===== src/inc/pawk_defines.svh =====
// Constants for the port pin control and wake-up block
// Function
// RL1: General pins work as digital input or push-pull output with optional pull-up.
// RL2: Port bit five drives only open-drain: pull low or release; input with pull-up.
// RL3: Cleared digital-input-enable bit blocks that pin's digital input path.
// RL4: Any pin wakes from sleep, but not when its digital-input-enable is zero.
// RL5: Port bit zero raises interrupt request on both rising and falling edges.
// RL6: Port bit zero can drive the comparator result as alternate function.
// RL7: Eight-bit timer PWM output can be routed to port bit four or three.
// RL8: Port bit five can serve as external hardware reset input.
// RL9: Bit four is comparator positive input; bits 7,6,4,3 selectable as negative.
// RL10: Fast wake-up resumes 32 slow oscillator periods after the wake event.
// RL11: Control bit set selects fast wake, cleared selects slow wake of 2048 periods.
// RL12: Wake-up is any change of an enabled synchronised pin level while sleeping.
`ifndef PAWK_DEFINES_SVH
`define PAWK_DEFINES_SVH

// ----------------------------------------
// Pin positions
// ----------------------------------------
`define PAWK_BIT_ZERO 0
`define PAWK_BIT_THREE 3
`define PAWK_BIT_FOUR 4
`define PAWK_BIT_FIVE 5
`define PAWK_BIT_SIX 6
`define PAWK_BIT_SEVEN 7
`define PAWK_PIN_MASK 8'hF9
`define PAWK_PORT_RESET 8'h00

// ----------------------------------------
// PWM routing and negative input select codes
// ----------------------------------------
`define PAWK_PWM_OFF 2'h0
`define PAWK_PWM_BIT4 2'h1
`define PAWK_PWM_BIT3 2'h2
`define PAWK_NEG_BIT7 2'h0
`define PAWK_NEG_BIT6 2'h1
`define PAWK_NEG_BIT4 2'h2
`define PAWK_NEG_BIT3 2'h3

// ----------------------------------------
// Wake-up delays in slow oscillator periods
// ----------------------------------------
`define PAWK_FAST_WAKE_PERIODS 32
`define PAWK_SLOW_WAKE_PERIODS 2048
`define PAWK_WAKE_CNT_W 12

`endif


===== src/inc/pawk_pkg.sv =====
// Types shared by the port pin control and wake-up block
package pawk_pkg;

    // Sleep and wake-up sequence states
    typedef enum logic [1:0] {
        WS_RUN,
        WS_SLEEP,
        WS_WAIT
    } pawk_wake_state_t;

endpackage


===== src/rtl/pawk_rst_sync.sv =====
// Reset release synchroniser, two flip-flops
`timescale 1ns/1ps
module pawk_rst_sync (
    // Clock and raw reset
    input wire logic clk,
    input wire logic rstRawN,
    // Synchronised reset
    output logic rstSyncN
);

    logic stage1Q;

    // Assert at once, release after two edges
    always_ff @(posedge clk or negedge rstRawN) begin
        if (!rstRawN) begin
            stage1Q <= 1'b0;
            rstSyncN <= 1'b0;
        end else begin
            stage1Q <= 1'b1;
            rstSyncN <= stage1Q;
        end
    end

endmodule


===== src/rtl/pawk_top.sv =====
// Port pin control, alternate functions and sleep wake-up
`timescale 1ns/1ps
`include "pawk_defines.svh"
module pawk_top #(
    parameter int PORT_W = 8,
    parameter logic [11:0] FAST_PERIODS = 12'(`PAWK_FAST_WAKE_PERIODS),
    parameter logic [11:0] SLOW_PERIODS = 12'(`PAWK_SLOW_WAKE_PERIODS)
) (
    // Clock and reset
    input wire logic core_clk,
    input wire logic rst_n,
    // Port control from core
    input wire logic [PORT_W-1:0] dataOut,
    input wire logic [PORT_W-1:0] dirOut,
    input wire logic [PORT_W-1:0] pullUpEn,
    input wire logic [PORT_W-1:0] digInEn,
    // Alternate function control
    input wire logic compOutEn,
    input wire logic [1:0] pwmPinSel,
    input wire logic extResetEn,
    input wire logic compPosSel,
    input wire logic compNegEn,
    input wire logic [1:0] compNegSel,
    // Sleep and wake control
    input wire logic sleepReq,
    input wire logic wakeFast,
    input wire logic slowOscTick,
    // Signals from other blocks
    input wire logic comparatorResult,
    input wire logic timer8PwmOutput,
    // Pins
    input wire logic [PORT_W-1:0] padIn,
    output logic [PORT_W-1:0] padOut,
    output logic [PORT_W-1:0] padOe,
    output logic [PORT_W-1:0] padPullUp,
    // Analogue switch controls
    output logic compPosConnect,
    output logic [3:0] compNegConnect,
    // Status to core
    output logic [PORT_W-1:0] portDataIn,
    output logic extIntReq,
    output logic extResetReq,
    output logic sleeping,
    output logic wakeUp
);

    // ----------------------------------------
    // Helpers
    // ----------------------------------------

    // One-hot switch for the negative comparator input
    function automatic logic [3:0] negDecode(input logic en, input logic [1:0] sel);
        logic [3:0] oneHot;
        oneHot = 4'h0;
        if (en) begin
            oneHot[sel] = 1'b1;
        end
        return oneHot;
    endfunction

    // ----------------------------------------
    // Reset
    // ----------------------------------------
    logic rstN;

    pawk_rst_sync u_rst (
        .clk(core_clk),
        .rstRawN(rst_n),
        .rstSyncN(rstN)
    );

    // ----------------------------------------
    // Pin input sampling
    // ----------------------------------------
    logic [PORT_W-1:0] pinInQ;
    logic [PORT_W-1:0] gatedIn;
    logic [PORT_W-1:0] gatedPrevQ;
    logic [PORT_W-1:0] pinMask;

    assign pinMask = PORT_W'(`PAWK_PIN_MASK);
    // Digital input path blocked where the enable is clear
    assign gatedIn = pinInQ & digInEn & pinMask; // [RL3]

    // Pin capture and previous level
    always_ff @(posedge core_clk or negedge rstN) begin
        if (!rstN) begin
            pinInQ <= PORT_W'(`PAWK_PORT_RESET);
            gatedPrevQ <= PORT_W'(`PAWK_PORT_RESET);
        end else begin
            pinInQ <= padIn;
            gatedPrevQ <= gatedIn;
        end
    end

    // ----------------------------------------
    // Pin output drive
    // ----------------------------------------
    logic pwmOnFour;
    logic pwmOnThree;
    logic [PORT_W-1:0] padOutD;
    logic [PORT_W-1:0] padOeD;
    logic [PORT_W-1:0] padPullUpD;

    assign pwmOnFour = (pwmPinSel == `PAWK_PWM_BIT4); // [RL7]
    assign pwmOnThree = (pwmPinSel == `PAWK_PWM_BIT3); // [RL7]

    // Per-pin output value and enable with alternate functions
    always_comb begin
        padOutD = dataOut & pinMask; // [RL1]
        padOeD = dirOut & pinMask; // [RL1]
        if (compOutEn) begin
            padOutD[`PAWK_BIT_ZERO] = comparatorResult; // [RL6]
            padOeD[`PAWK_BIT_ZERO] = 1'b1; // [RL6]
        end
        if (pwmOnFour) begin
            padOutD[`PAWK_BIT_FOUR] = timer8PwmOutput; // [RL7]
            padOeD[`PAWK_BIT_FOUR] = 1'b1;
        end
        if (pwmOnThree) begin
            padOutD[`PAWK_BIT_THREE] = timer8PwmOutput; // [RL7]
            padOeD[`PAWK_BIT_THREE] = 1'b1;
        end
        // Bit five only pulls low or releases
        padOutD[`PAWK_BIT_FIVE] = 1'b0; // [RL2]
        padOeD[`PAWK_BIT_FIVE] = dirOut[`PAWK_BIT_FIVE]
            & ~dataOut[`PAWK_BIT_FIVE] & ~extResetEn; // [RL2] [RL8]
    end

    // Pull-ups selectable per pin
    assign padPullUpD = pullUpEn & pinMask; // [RL1] [RL2]

    // Registered pin drive
    always_ff @(posedge core_clk or negedge rstN) begin
        if (!rstN) begin
            padOut <= PORT_W'(`PAWK_PORT_RESET);
            padOe <= PORT_W'(`PAWK_PORT_RESET);
            padPullUp <= PORT_W'(`PAWK_PORT_RESET);
        end else begin
            padOut <= padOutD;
            padOe <= padOeD;
            padPullUp <= padPullUpD;
        end
    end

    // ----------------------------------------
    // Comparator inputs, interrupt and reset pin
    // ----------------------------------------
    logic intEdge;
    logic extResetD;

    // Either edge of bit zero requests an interrupt
    assign intEdge = gatedIn[`PAWK_BIT_ZERO] ^ gatedPrevQ[`PAWK_BIT_ZERO]; // [RL5]
    // Active-low reset from bit five when enabled
    assign extResetD = extResetEn & ~pinInQ[`PAWK_BIT_FIVE]; // [RL8]

    // Status and analogue switch flops
    always_ff @(posedge core_clk or negedge rstN) begin
        if (!rstN) begin
            portDataIn <= PORT_W'(`PAWK_PORT_RESET);
            extIntReq <= 1'b0;
            extResetReq <= 1'b0;
            compPosConnect <= 1'b0;
            compNegConnect <= 4'h0;
        end else begin
            portDataIn <= gatedIn; // [RL3]
            extIntReq <= intEdge; // [RL5]
            extResetReq <= extResetD; // [RL8]
            compPosConnect <= compPosSel; // [RL9]
            compNegConnect <= negDecode(compNegEn, compNegSel); // [RL9]
        end
    end

    // ----------------------------------------
    // Sleep and wake-up sequence
    // ----------------------------------------
    pawk_pkg::pawk_wake_state_t stateQ;
    pawk_pkg::pawk_wake_state_t stateD;
    logic [PORT_W-1:0] wakeChange;
    logic wakeEvent;
    logic cntStart;
    logic cntBusy;
    logic cntDone;

    // Changes on enabled pins only
    assign wakeChange = (gatedIn ^ gatedPrevQ) & digInEn & pinMask; // [RL4] [RL12]
    assign wakeEvent = (stateQ == pawk_pkg::WS_SLEEP) && (|wakeChange); // [RL12]
    assign cntStart = wakeEvent; // [RL12]

    pawk_wake_cnt #(
        .CNT_W(`PAWK_WAKE_CNT_W),
        .FAST_PERIODS(FAST_PERIODS),
        .SLOW_PERIODS(SLOW_PERIODS)
    ) u_cnt (
        .clk(core_clk),
        .rstN(rstN),
        .start(cntStart),
        .fastSel(wakeFast), // [RL10] [RL11]
        .slowTick(slowOscTick),
        .busy(cntBusy),
        .done(cntDone)
    );

    // Next state of the sleep sequence
    always_comb begin
        stateD = stateQ;
        case (stateQ)
            pawk_pkg::WS_RUN: begin
                if (sleepReq) begin
                    stateD = pawk_pkg::WS_SLEEP;
                end
            end
            pawk_pkg::WS_SLEEP: begin
                if (wakeEvent) begin
                    stateD = pawk_pkg::WS_WAIT; // [RL4]
                end
            end
            pawk_pkg::WS_WAIT: begin
                if (cntDone) begin
                    stateD = pawk_pkg::WS_RUN; // [RL10] [RL11]
                end
            end
            default: begin
                stateD = pawk_pkg::WS_RUN;
            end
        endcase
    end

    // State and wake outputs
    always_ff @(posedge core_clk or negedge rstN) begin
        if (!rstN) begin
            stateQ <= pawk_pkg::WS_RUN;
            sleeping <= 1'b0;
            wakeUp <= 1'b0;
        end else begin
            stateQ <= stateD;
            sleeping <= (stateD != pawk_pkg::WS_RUN);
            wakeUp <= (stateQ == pawk_pkg::WS_WAIT) && cntDone;
        end
    end

    // ----------------------------------------
    // Checks
    // ----------------------------------------
    logic [12:0] ticksSeenQ;
    logic fastAtStartQ;

    // Slow periods seen during the wake delay
    always_ff @(posedge core_clk or negedge rstN) begin
        if (!rstN) begin
            ticksSeenQ <= 13'h0000;
            fastAtStartQ <= 1'b0;
        end else if (cntStart) begin
            ticksSeenQ <= 13'h0000;
            fastAtStartQ <= wakeFast;
        end else if (cntBusy && slowOscTick) begin
            ticksSeenQ <= ticksSeenQ + 13'h0001;
        end
    end
endmodule


===== src/rtl/pawk_wake_cnt.sv =====
// Wake-up delay counter in slow oscillator periods
`timescale 1ns/1ps
module pawk_wake_cnt #(
    parameter int CNT_W = 12,
    parameter logic [11:0] FAST_PERIODS = 12'h020,
    parameter logic [11:0] SLOW_PERIODS = 12'h800
) (
    // Clock and reset
    input wire logic clk,
    input wire logic rstN,
    // Control
    input wire logic start,
    input wire logic fastSel,
    input wire logic slowTick,
    // Status
    output logic busy,
    output logic done
);

    logic [CNT_W-1:0] remainQ;
    logic [CNT_W-1:0] remainD;
    logic lastTick;

    // Last period of the delay
    assign lastTick = busy && slowTick && (remainQ == CNT_W'(1));

    // Load on start, count down on each slow period
    always_comb begin
        remainD = remainQ;
        if (start) begin
            remainD = fastSel ? CNT_W'(FAST_PERIODS) : CNT_W'(SLOW_PERIODS);
        end else if (busy && slowTick) begin
            remainD = remainQ - CNT_W'(1);
        end
    end

    // Counter and status flops
    always_ff @(posedge clk or negedge rstN) begin
        if (!rstN) begin
            remainQ <= '0;
            busy <= 1'b0;
            done <= 1'b0;
        end else begin
            remainQ <= remainD;
            busy <= start | (busy & ~lastTick);
            done <= lastTick & ~start;
        end
    end

endmodule


===== config.mk =====
export PLATFORM = sky130hd
export DESIGN_NAME = pawk_top
export DESIGN_NICKNAME = d
export VERILOG_FILES = /design/src/inc/pawk_pkg.sv /design/src/rtl/pawk_rst_sync.sv /design/src/rtl/pawk_top.sv /design/src/rtl/pawk_wake_cnt.sv
export VERILOG_INCLUDE_DIRS = /design/src /design/src/inc
export SDC_FILE = /design/constraint.sdc
export NUM_CORES = 1
export LEC_CHECK = 0
export ABC_AREA = 1
export CORE_MARGIN = 4
export CORE_UTILIZATION = 59
export CTS_BUF_LIST = sky130_fd_sc_hd__clkbuf_16
export DETAILED_ROUTE_END_ITERATION = 16
export DONT_BUFFER_PORTS = 1
export PLACE_DENSITY_LB_ADDON = 0.1
export SYNTH_ARGS = -nofsm -noshare
export SYNTH_HDL_FRONTEND = slang
export SYNTH_SLANG_ARGS = --single-unit

===== constraint.sdc =====
create_clock -name core_clk -period 2 [get_ports core_clk]
set_clock_uncertainty 0.15 [all_clocks]
set_input_delay 0.4 -clock core_clk [delete_from_list [all_inputs] [get_ports core_clk]]
set_output_delay 0.4 -clock core_clk [all_outputs]
set_load 0.02 [all_outputs]

==> flow_metrics.py, run 1 <==
metrics = {
    "status": {
        "status": "completed",
    },
    "yosys": {
        "synth_cell_types": 26,
        "ys_async_sr_fraction": 1.00,
        "synth_area_um2": 2240,
        "synth_area_leaders": "dfrtp_1, nand2_1, inv_1, nor2_1, nand3_1",
        "avgSynthCellArea_um2": 9.92,
        "synth_edf_count": 0,
        "yosysWarnings": 0,
        "yosysSeqAreaShare": 0.625,
        "ys_ff_latch": 56,
        "synth_flop_cell": "dfrtp_1",
        "yosysMostFrequentCell": "dfrtp_1",
        "syn_inst": 226,
        "yosys.area.top_type_share": 0.625,
        "yosys-top-cells-count": "dfrtp_1, nand2_1, inv_1",
        "synth_top_cell_by_area": "dfrtp_1",
    },
    "finish": {
        "drive_gt1_frac": 0.0952,
        "antenna_cells": 0,
        "fillers": 272,
        "fin_cells": 300,
        "nets": 308,
        "area_growth_pct": 18.6,
    },
    "worst_setup_path": {
        "critPathArrivalTime_ps": 1690,
        "startpoint_type": "flip-flop",
        "crit_fanout": 10,
        "critPathBufInv": 2,
        "cp_slowest_cell": "dfrtp_1",
        "cp_slowest_stage_delay_ps": 480,
        "criticalPathCategory": "flip-flop to flip-flop",
        "endpoint_kind": "flip-flop",
        "crit_chain": "inv_1 > nand2_1 > nand3_1 > nand2_1 > nor2_1 > nand2_1 > nand2_4 > inv_4 > nor2_1 > nor2_1",
        "crit_family": "simple AND/OR/NAND/NOR gates",
        "required_ps": 2030,
    },
    "power": {
        "total_power_w": 0.00343,
        "p_leak_nw": 1.38,
        "ir_drop_mv": 0.824,
        "p_per_area_nw_per_um2": 1290,
    },
    "hold_path": {
        "min_path_type": "input port to flip-flop",
    },
    "floorplanning": {
        "rows": 22,
        "ios": 96,
        "start_util": 0.612,
        "die_h_um": 69.6,
        "die_w_um": 69.6,
        "die-area_um2": 4850,
        "core_um2": 3660,
    },
    "flow_run": {
        "drv_cap": 0,
    },
    "routing": {
        "drc": 0,
        "wl_per_cell_um": 14.0,
        "wl_mm": 4.21,
        "dr_total_vias": 1499,
        "vias_per_cell": 5.00,
        "dr.pass1.iters": 4,
        "drt_iter0_markers": 77,
        "ant_nets": 0,
    },
    "global_routing": {
        "grt_pass1_wl_mm": 7.07,
        "grt.total_usage": 0.187,
        "grt_max_degree": 36,
        "grt_pass1_vias": 1602,
        "grt_overflow_total": 0,
        "antenna_found_initial": 0,
    },
    "timing": {
        "rsz0062_at_grt": "false",
        "final.period_utilization": 0.832,
        "final_hold_viol_count": 0,
        "fmax_mhz": 601,
        "final.setup.tns_ps": 0,
        "setup_viol": 0,
        "finalCriticalPeriod_ps": 1660,
        "final_max_slew_viol_count": 0,
    },
    "placement": {
        "globalplace.congestion": 0.853,
        "dp_hpwl_mm": 3.00,
        "dp.cells": 274,
        "port_buffers": 0,
    },
    "clock_tree": {
        "clock_latency_ps": 290,
        "numCtsBuffers": 5,
        "cts.sinks": 56,
        "cts_root_buf": "clkbuf_16",
        "cts_tree": "yes",
        "htreeDepth": 2,
        "cts_setup_buffers": 0,
        "cts.clk_slew.worst_paths_ps": 70,
        "clockBufferDepth": 2,
    },
}
==> where the power goes <==
group / internal (W) / total [W] / switching (W)
Combinational: 0.000314 / 0.000768 / 0.000454
Sequential: 0.00132 / 0.00155 / 0.000230
Clock: 0.000721 / 0.00111 / 0.000388
Total: 0.00236 / 0.00343 / 0.00107
==> cells in the final DEF, fill, tap and decap left out, drive strengths merged, types with 2 or more instances in the layout <==
cell type,n
inv,37
nor3,8
clkbuf,5
xor2,4
nor2,27
o21ai,4
or2,4
bufinv,2
dfrtp,56
xnor2,4
dlygate4sd3,18
nor4,2
conb,10
ha,2
nand3,14
nand2,47
==> sequential cells by signal, summed over array words and instances, names as in the netlist, 2 cells and up <==
register / flops
stateQ: 2
padOe: 6
compNegConnect: 4
u_cnt.remainQ: 12
portDataIn: 6
padOut: 5
padPullUp: 6
pinInQ: 6
==> through the flow <==
step / util / worst slack [ps] / cell area (µm²) / hold slack (ps)
4_1_cts: 0.727 / 325 / 2660 / 10.9
3_5_place_dp: 0.624 / 349 / 2290 / -45.5
3_3_place_gp: 0.624 / 396 / 2290 / -45.5
2_1_floorplan: - / 176 / 2270 / -45.6
5_1_grt: 0.727 / 160 / 2660 / 3.60
6_report: 0.727 / 337 / 2660 / 16.9
==> timing repair <==
item,in CTS,in global routing
resized for setup,0,0
hold buffers,18,0
endpoints found under the hold margin,19,0
==> cells by family (layout without fill, tap and decap cells) <==
| logic type | Yosys count | in the layout | synth area share |
|---|---|---|---|
| AO/OA/AOI/OAI | 8 | 8 | 0.0218 |
| buffers and inverters | 46 | 64 | 0.0937 |
| multiplexers | 1 | 1 | 0.00502 |
| XOR/XNOR | 8 | 8 | 0.0312 |
| other | 2 | 10 | 0.00335 |
| adder cells (fa/ha/maj) | 2 | 2 | 0.0112 |
| flip-flops | 56 | 56 | 0.625 |
| AND/OR/NAND/NOR | 103 | 103 | 0.209 |
==> layer usage <==
metal  up-vias  track usage  wire [µm]
met5         -            0          0
met4         0       0.0851         98
met3         9        0.100        488
met2        68        0.310       2080
met1       699        0.197       1540
li1        723            -          -
==> worst reg2reg max path, stage by stage, from the launching register on <==
cell     delay (ps)
dfrtp_1         480
inv_1           100
nand2_1          60
nand3_1          60
nand2_1          50
nor2_1          100
nand2_1         130
nand2_4         150
inv_4            80
nor2_1          130
nor2_1           50
==> path summary, 6_finish.rpt <==
check                                     from                to  slack (ps)  cells after the start
min in group asynchronous       u_rst.rstSyncN       extResetReq          70                      0
worst min-delay path                dataOut[5]          padOe[5]          20                      1
worst max register to register   portDataIn[7]        u_cnt.busy         340                     10
worst min register to register  u_rst.rstSyncN       extResetReq          70                      0
max in group asynchronous       u_rst.rstSyncN  u_cnt.remainQ[0]        1100                      1
worst max-delay path             portDataIn[7]        u_cnt.busy         340                     10
==> cell type report <==
cell class              count  area (µm²)  area share
flip-flops and latches     56        1400       0.527
clock inverters             3        68.8      0.0259
multi-input cells         132         661       0.248
repair buffers             19         200      0.0753
well taps                  48        60.1      0.0226
clock buffers               5         125      0.0470
inverters                  37         143      0.0536
Note: power is estimated with default switching activity, not from simulation.
==> inputs of run 2 (changes only) <==
CORE_UTILIZATION = 55   (was 59)
clock period = 1.4 ns   (was 2 ns; I/O delays follow)
==> run 2 against run 1 <==
Against the previous run:
- the run now ends with hold timing, setup timing left
- worst hold slack worse by 24 ps
- global-route usage up 2.7 points
- sequential power up 42%
- critical endpoint unchanged
==> flow_metrics.py, run 2 (synthesis gave the netlist of run 1 again) <==
metrics = {
    "status": {
        "status": "complete, but fails checks",
        "violations": "hold timing, setup timing",
    },
    "placement": {
        "globalplace.congestion": 0.830,
        "port_buffers": 0,
        "dp_hpwl_mm": 3.13,
        "place_area_um2": 2480,
    },
    "routing": {
        "top_layer_used": "met4",
        "wl_met1_mm": 1.83,
        "wl_per_cell_um": 15.4,
        "drt_iter0_markers": 93,
        "dr.pass1.iters": 4,
        "met3_length_um": 532,
        "wl_mm": 5.41,
        "wl_met2_mm": 2.92,
        "ant_nets": 0,
        "drc": 0,
        "vias_per_cell": 4.89,
        "dr_total_vias": 1712,
    },
    "clock_tree": {
        "cts.sinks": 56,
        "clock_latency_ps": 290,
        "cts_tree": "yes",
        "cts_root_buf": "clkbuf_16",
        "numCtsBuffers": 5,
        "htreeDepth": 2,
        "clockBufferDepth": 2,
        "cts.clk_slew.worst_paths_ps": 70,
    },
    "finish": {
        "area_growth_pct": 43.4,
        "final_cell_mix": "dfrtp_1, dlygate4sd3_1, nand2_1",
        "multi_input_area_um2": 812,
        "fillers": 204,
        "antenna_cells": 0,
        "regMostFlops": "u_cnt.remainQ",
        "register_area_um2": 1410,
        "nets": 358,
        "largest_reg_flops": 12,
        "drive_gt1_frac": 0.275,
        "utilization": 0.847,
        "layout_commonest_cell": "dfrtp_1",
        "design_area_um2": 3220,
    },
    "timing": {
        "final_hold_viol_count": 1,
        "final_max_slew_viol_count": 0,
        "final.setup.tns_ps": -1550,
        "fmax_mhz": 635,
        "finalCriticalPeriod_ps": 1570,
        "setup_viol": 17,
        "setup_ws_ps": -175,
        "hold_slack_ps": -7.14,
        "rsz0062_at_grt": "true",
        "final.period_utilization": 1.12,
    },
    "power": {
        "ir_drop_mv": 1.12,
        "p_comb_frac": 0.354,
        "total_power_w": 0.00526,
        "p_per_area_nw_per_um2": 1640,
        "p_leak_nw": 1.60,
        "p_int_w": 0.00340,
        "switching_share": 0.353,
        "clkPwrFrac": 0.228,
        "netSwitchingPower_w": 0.00186,
        "p_seq_frac": 0.419,
    },
    "worst_setup_path": {
        "startpoint_type": "flip-flop",
        "crit_family": "simple AND/OR/NAND/NOR gates",
        "crit_fanout": 6,
        "cp_slowest_cell": "dfrtp_2",
        "criticalPathCategory": "flip-flop to flip-flop",
        "required_ps": 1430,
        "critPathBufInv": 2,
        "endpoint_kind": "flip-flop",
        "cp_slowest_stage_delay_ps": 410,
        "critPathArrivalTime_ps": 1600,
        "crit_chain": "inv_1 > nand2_1 > nand3_1 > nand2_1 > nor2_2 > nand2_4 > nand2_8 > inv_8 > nor2_1 > nor2_1",
        "cp_num_cells": 10,
        "rr_worst_depth": 10,
    },
    "global_routing": {
        "antenna_found_initial": 0,
        "grt_overflow_total": 0,
        "grt_pass1_vias": 1846,
        "grt_pass1_wl_mm": 8.48,
        "grt_max_degree": 55,
        "grt.total_usage": 0.215,
    },
    "hold_path": {
        "min_path_type": "input port to flip-flop",
        "hold_depth": 3,
    },
    "floorplanning": {
        "die_w_um": 71.9,
        "ios": 96,
        "rows": 22,
        "die-area_um2": 5160,
        "start_util": 0.590,
        "core_um2": 3800,
        "die_h_um": 71.9,
    },
    "flow_run": {
        "drv_cap": 0,
    },
}
==> run 2: changes by cell type in the layout (fill, tap and decap cells not counted), moves of 5 or more <==
cell and delta:
buf_4 +20, buf_6 +7, dfrtp_1 -6, dfrtp_2 +6, dlygate4sd3_1 +21, nand2_1 -5
nor2_1 -10, nor2_2 +6
==> run 2: power groups by stage <==
stage / registers, W / clock network (W) / logic (W)
6_report: 0.00220 / 0.00120 / 0.00186
3_5_place_dp: 0.00220 / 0 / 0.00136
3_3_place_gp: 0.00218 / 0 / 0.00131
2_1_floorplan: 0.00221 / 0 / 0.000945
5_1_grt: 0.00223 / 0.00129 / 0.00206
4_1_cts: 0.00218 / 0.00121 / 0.00162
==> run 2: worst paths after layout <==
kind                                start          endpoint  slack (ps)
max                         portDataIn[4]        u_cnt.busy        -170
min in group asynchronous           rst_n    u_rst.rstSyncN          70
min                            extResetEn          padOe[5]          -7
min reg2reg                u_rst.rstSyncN  u_cnt.remainQ[5]         110
max reg2reg                 portDataIn[4]        u_cnt.busy        -170
max in group asynchronous  u_rst.rstSyncN     portDataIn[3]         750
==> run 2: timing repair <==
action	4_1_cts	5_1_grt
hold buffers	38	2
resized for setup	20	20
cloned	1	1
buffers inserted	3	3
hold endpoints to repair	36	2
pin swaps	15	8
setup endpoints to repair	18	19
==> run 2: per-layer routing <==
metal | track usage | vias to the layer above
met5 | 0 | -
met3 | 0.0884 | 12
met2 | 0.385 | 70
li1 | - | 814
met4 | 0.0626 | 0
met1 | 0.232 | 816
==> run 2: per-stage QoR <==
step	setup WS, ps	cells
3_3_place_gp	-107	295
2_1_floorplan	-69.1	234
5_1_grt	-243	350
6_report	-175	350
3_5_place_dp	-148	295
4_1_cts	-89.6	345
==> run 2: tightest hold or removal path: stages <==
cell	delay (ps)
inv_1	30
nand2_1	50
nor2_1	40
==> run 2: layout make-up <==
cell class | count | area share
timing repair inverter | 1 | 0.00195
multi-input combinational | 133 | 0.253
clock buffer | 5 | 0.0389
inverter | 37 | 0.0459
timing repair buffer | 67 | 0.199
sequential | 56 | 0.439
clock inverter | 3 | 0.00467
tap | 48 | 0.0187
==> inputs of run 3 (changes only) <==
SKIP_CTS_REPAIR_TIMING = 1   (was unset)
==> run 3 against run 2 <==
Against the previous run:
- the flow finishes with violations (setup timing)
- fmax up 2.7%
- clock power barely moved
- first-iteration DRC count is 58% lower
- via count shrank 0.58%
- wire length shrank 3.1%
- combinational power about the same
- worst hold slack gained 25 ps
- non-clock buffer count fell by 4
- sequential power hardly changed
- worst setup slack better by 41 ps
- power grew 0.12%
- core utilization decreased by 0.72 points
==> flow_metrics.py, run 3 (synthesis gave the netlist of run 1 again) <==
metrics = {
    "routing": {
        "drc": 0,
        "wl_mm": 5.24,
        "drt_iter0_markers": 39,
        "dr_total_vias": 1702,
        "ant_nets": 0,
        "vias_per_cell": 4.93,
        "wl_per_cell_um": 15.2,
        "dr.pass1.iters": 4,
    },
    "clock_tree": {
        "clockBufferDepth": 2,
        "htreeDepth": 2,
        "clock_latency_ps": 290,
        "cts.clk_slew.worst_paths_ps": 70,
        "cts.sinks": 56,
        "cts_tree": "yes",
        "cts_root_buf": "clkbuf_16",
        "numCtsBuffers": 5,
    },
    "floorplanning": {
        "die_h_um": 71.9,
        "start_util": 0.590,
        "die-area_um2": 5160,
        "rows": 22,
        "core_um2": 3800,
        "die_w_um": 71.9,
        "ios": 96,
    },
    "finish": {
        "layout_commonest_cell": "dfrtp_1",
        "drive_gt1_frac": 0.283,
        "nets": 353,
        "fillers": 207,
        "area_growth_pct": 42.2,
        "regMostFlops": "u_cnt.remainQ",
        "design_area_um2": 3190,
        "final_cell_mix": "dfrtp_1, nand2_1, dlygate4sd3_1",
        "largest_reg_flops": 12,
        "utilization": 0.839,
        "antenna_cells": 0,
    },
    "power": {
        "p_per_area_nw_per_um2": 1650,
        "ir_drop_mv": 1.09,
        "p_leak_nw": 1.58,
    },
    "global_routing": {
        "grt_pass1_wl_mm": 6.91,
        "grt_max_degree": 55,
        "grt_overflow_total": 0,
        "grt.total_usage": 0.175,
        "antenna_found_initial": 0,
        "grt_pass1_vias": 1564,
    },
    "worst_setup_path": {
        "critPathArrivalTime_ps": 1580,
        "startpoint_type": "flip-flop",
        "crit_fanout": 4,
        "endpoint_kind": "flip-flop",
        "required_ps": 1450,
        "criticalPathCategory": "flip-flop to flip-flop",
    },
    "placement": {
        "port_buffers": 0,
        "place_area_um2": 2480,
        "dp_hpwl_mm": 3.13,
        "dp_slack_ps": -148,
        "globalplace.congestion": 0.830,
    },
    "timing": {
        "final_hold_viol_count": 0,
        "setup_viol": 16,
        "final_max_slew_viol_count": 0,
        "final.period_utilization": 1.10,
        "rsz0062_at_grt": "true",
        "setup_ws_ps": -134,
        "fmax_mhz": 652,
        "finalCriticalPeriod_ps": 1530,
    },
    "status": {
        "violations": "setup timing",
        "status": "complete, but fails checks",
    },
    "hold_path": {
        "min_path_type": "input port to flip-flop",
    },
    "flow_run": {
        "drv_cap": 0,
    },
}
-- run 3: changes by cell type in the layout (fill, tap and decap cells not counted), moves of 2 or more --
cell | before | now
nand2_1 | 38 | 36
buf_6 | 7 | 5
nor2_2 | 8 | 6
dlygate4sd3_1 | 39 | 36
-- run 3: per-layer routing --
metal	GRT usage	share of wire	vias to the layer above
met5	0	0	-
met4	0.0772	0.015	0
met3	0.0912	0.093	10
met2	0.302	0.55	62
met1	0.174	0.34	826
li1	-	-	804
-- run 3: stage by stage --
step	power, W	instances	hold slack [ps]	setup TNS [ps]
2_1_floorplan	0.00315	234	-166	-173
3_3_place_gp	0.00350	295	-165	-657
3_5_place_dp	0.00356	295	-165	-1310
4_1_cts	0.00476	303	-475	-1870
5_1_grt	0.00558	345	21.6	-2530
6_report	0.00527	345	17.4	-968
-- run 3: area by class of cell --
cell class | instances | area [µm²] | share of cell area
tap | 48 | 60.1 | 0.0188
sequential | 56 | 1410 | 0.442
multi-input combinational | 133 | 836 | 0.262
clock inverter | 3 | 15.0 | 0.00471
timing repair buffer | 63 | 594 | 0.186
inverter | 37 | 148 | 0.0463
clock buffer | 5 | 125 | 0.0392
-- run 3: report_power, final --
group	total, W	switching [W]	internal, W
registers	0.00219	0.000306	0.00189
clock network	0.00119	0.000536	0.000651
logic	0.00189	0.00100	0.000885
-- run 3: path summary, 6_finish.rpt --
check	start	end	cells after the start	slack, ps
setup / recovery	portDataIn[6]	stateQ[0]	8	-130
hold / removal	compNegEn	compNegConnect[3]	2	20
setup reg to reg	portDataIn[6]	stateQ[0]	8	-130
hold reg to reg	u_rst.rstSyncN	u_cnt.remainQ[5]	1	110
max in group asynchronous	u_rst.rstSyncN	portDataIn[5]	1	750
min in group asynchronous	rst_n	u_rst.rstSyncN	1	70
-- run 3: critical path: stages (launching register included) --
cell	delay (ps)
dfrtp_2	420
inv_1	70
nand2_1	60
nand3_1	80
nand2_1	70
nor2_2	130
nand2_4	110
buf_4	160
o31ai_4	180
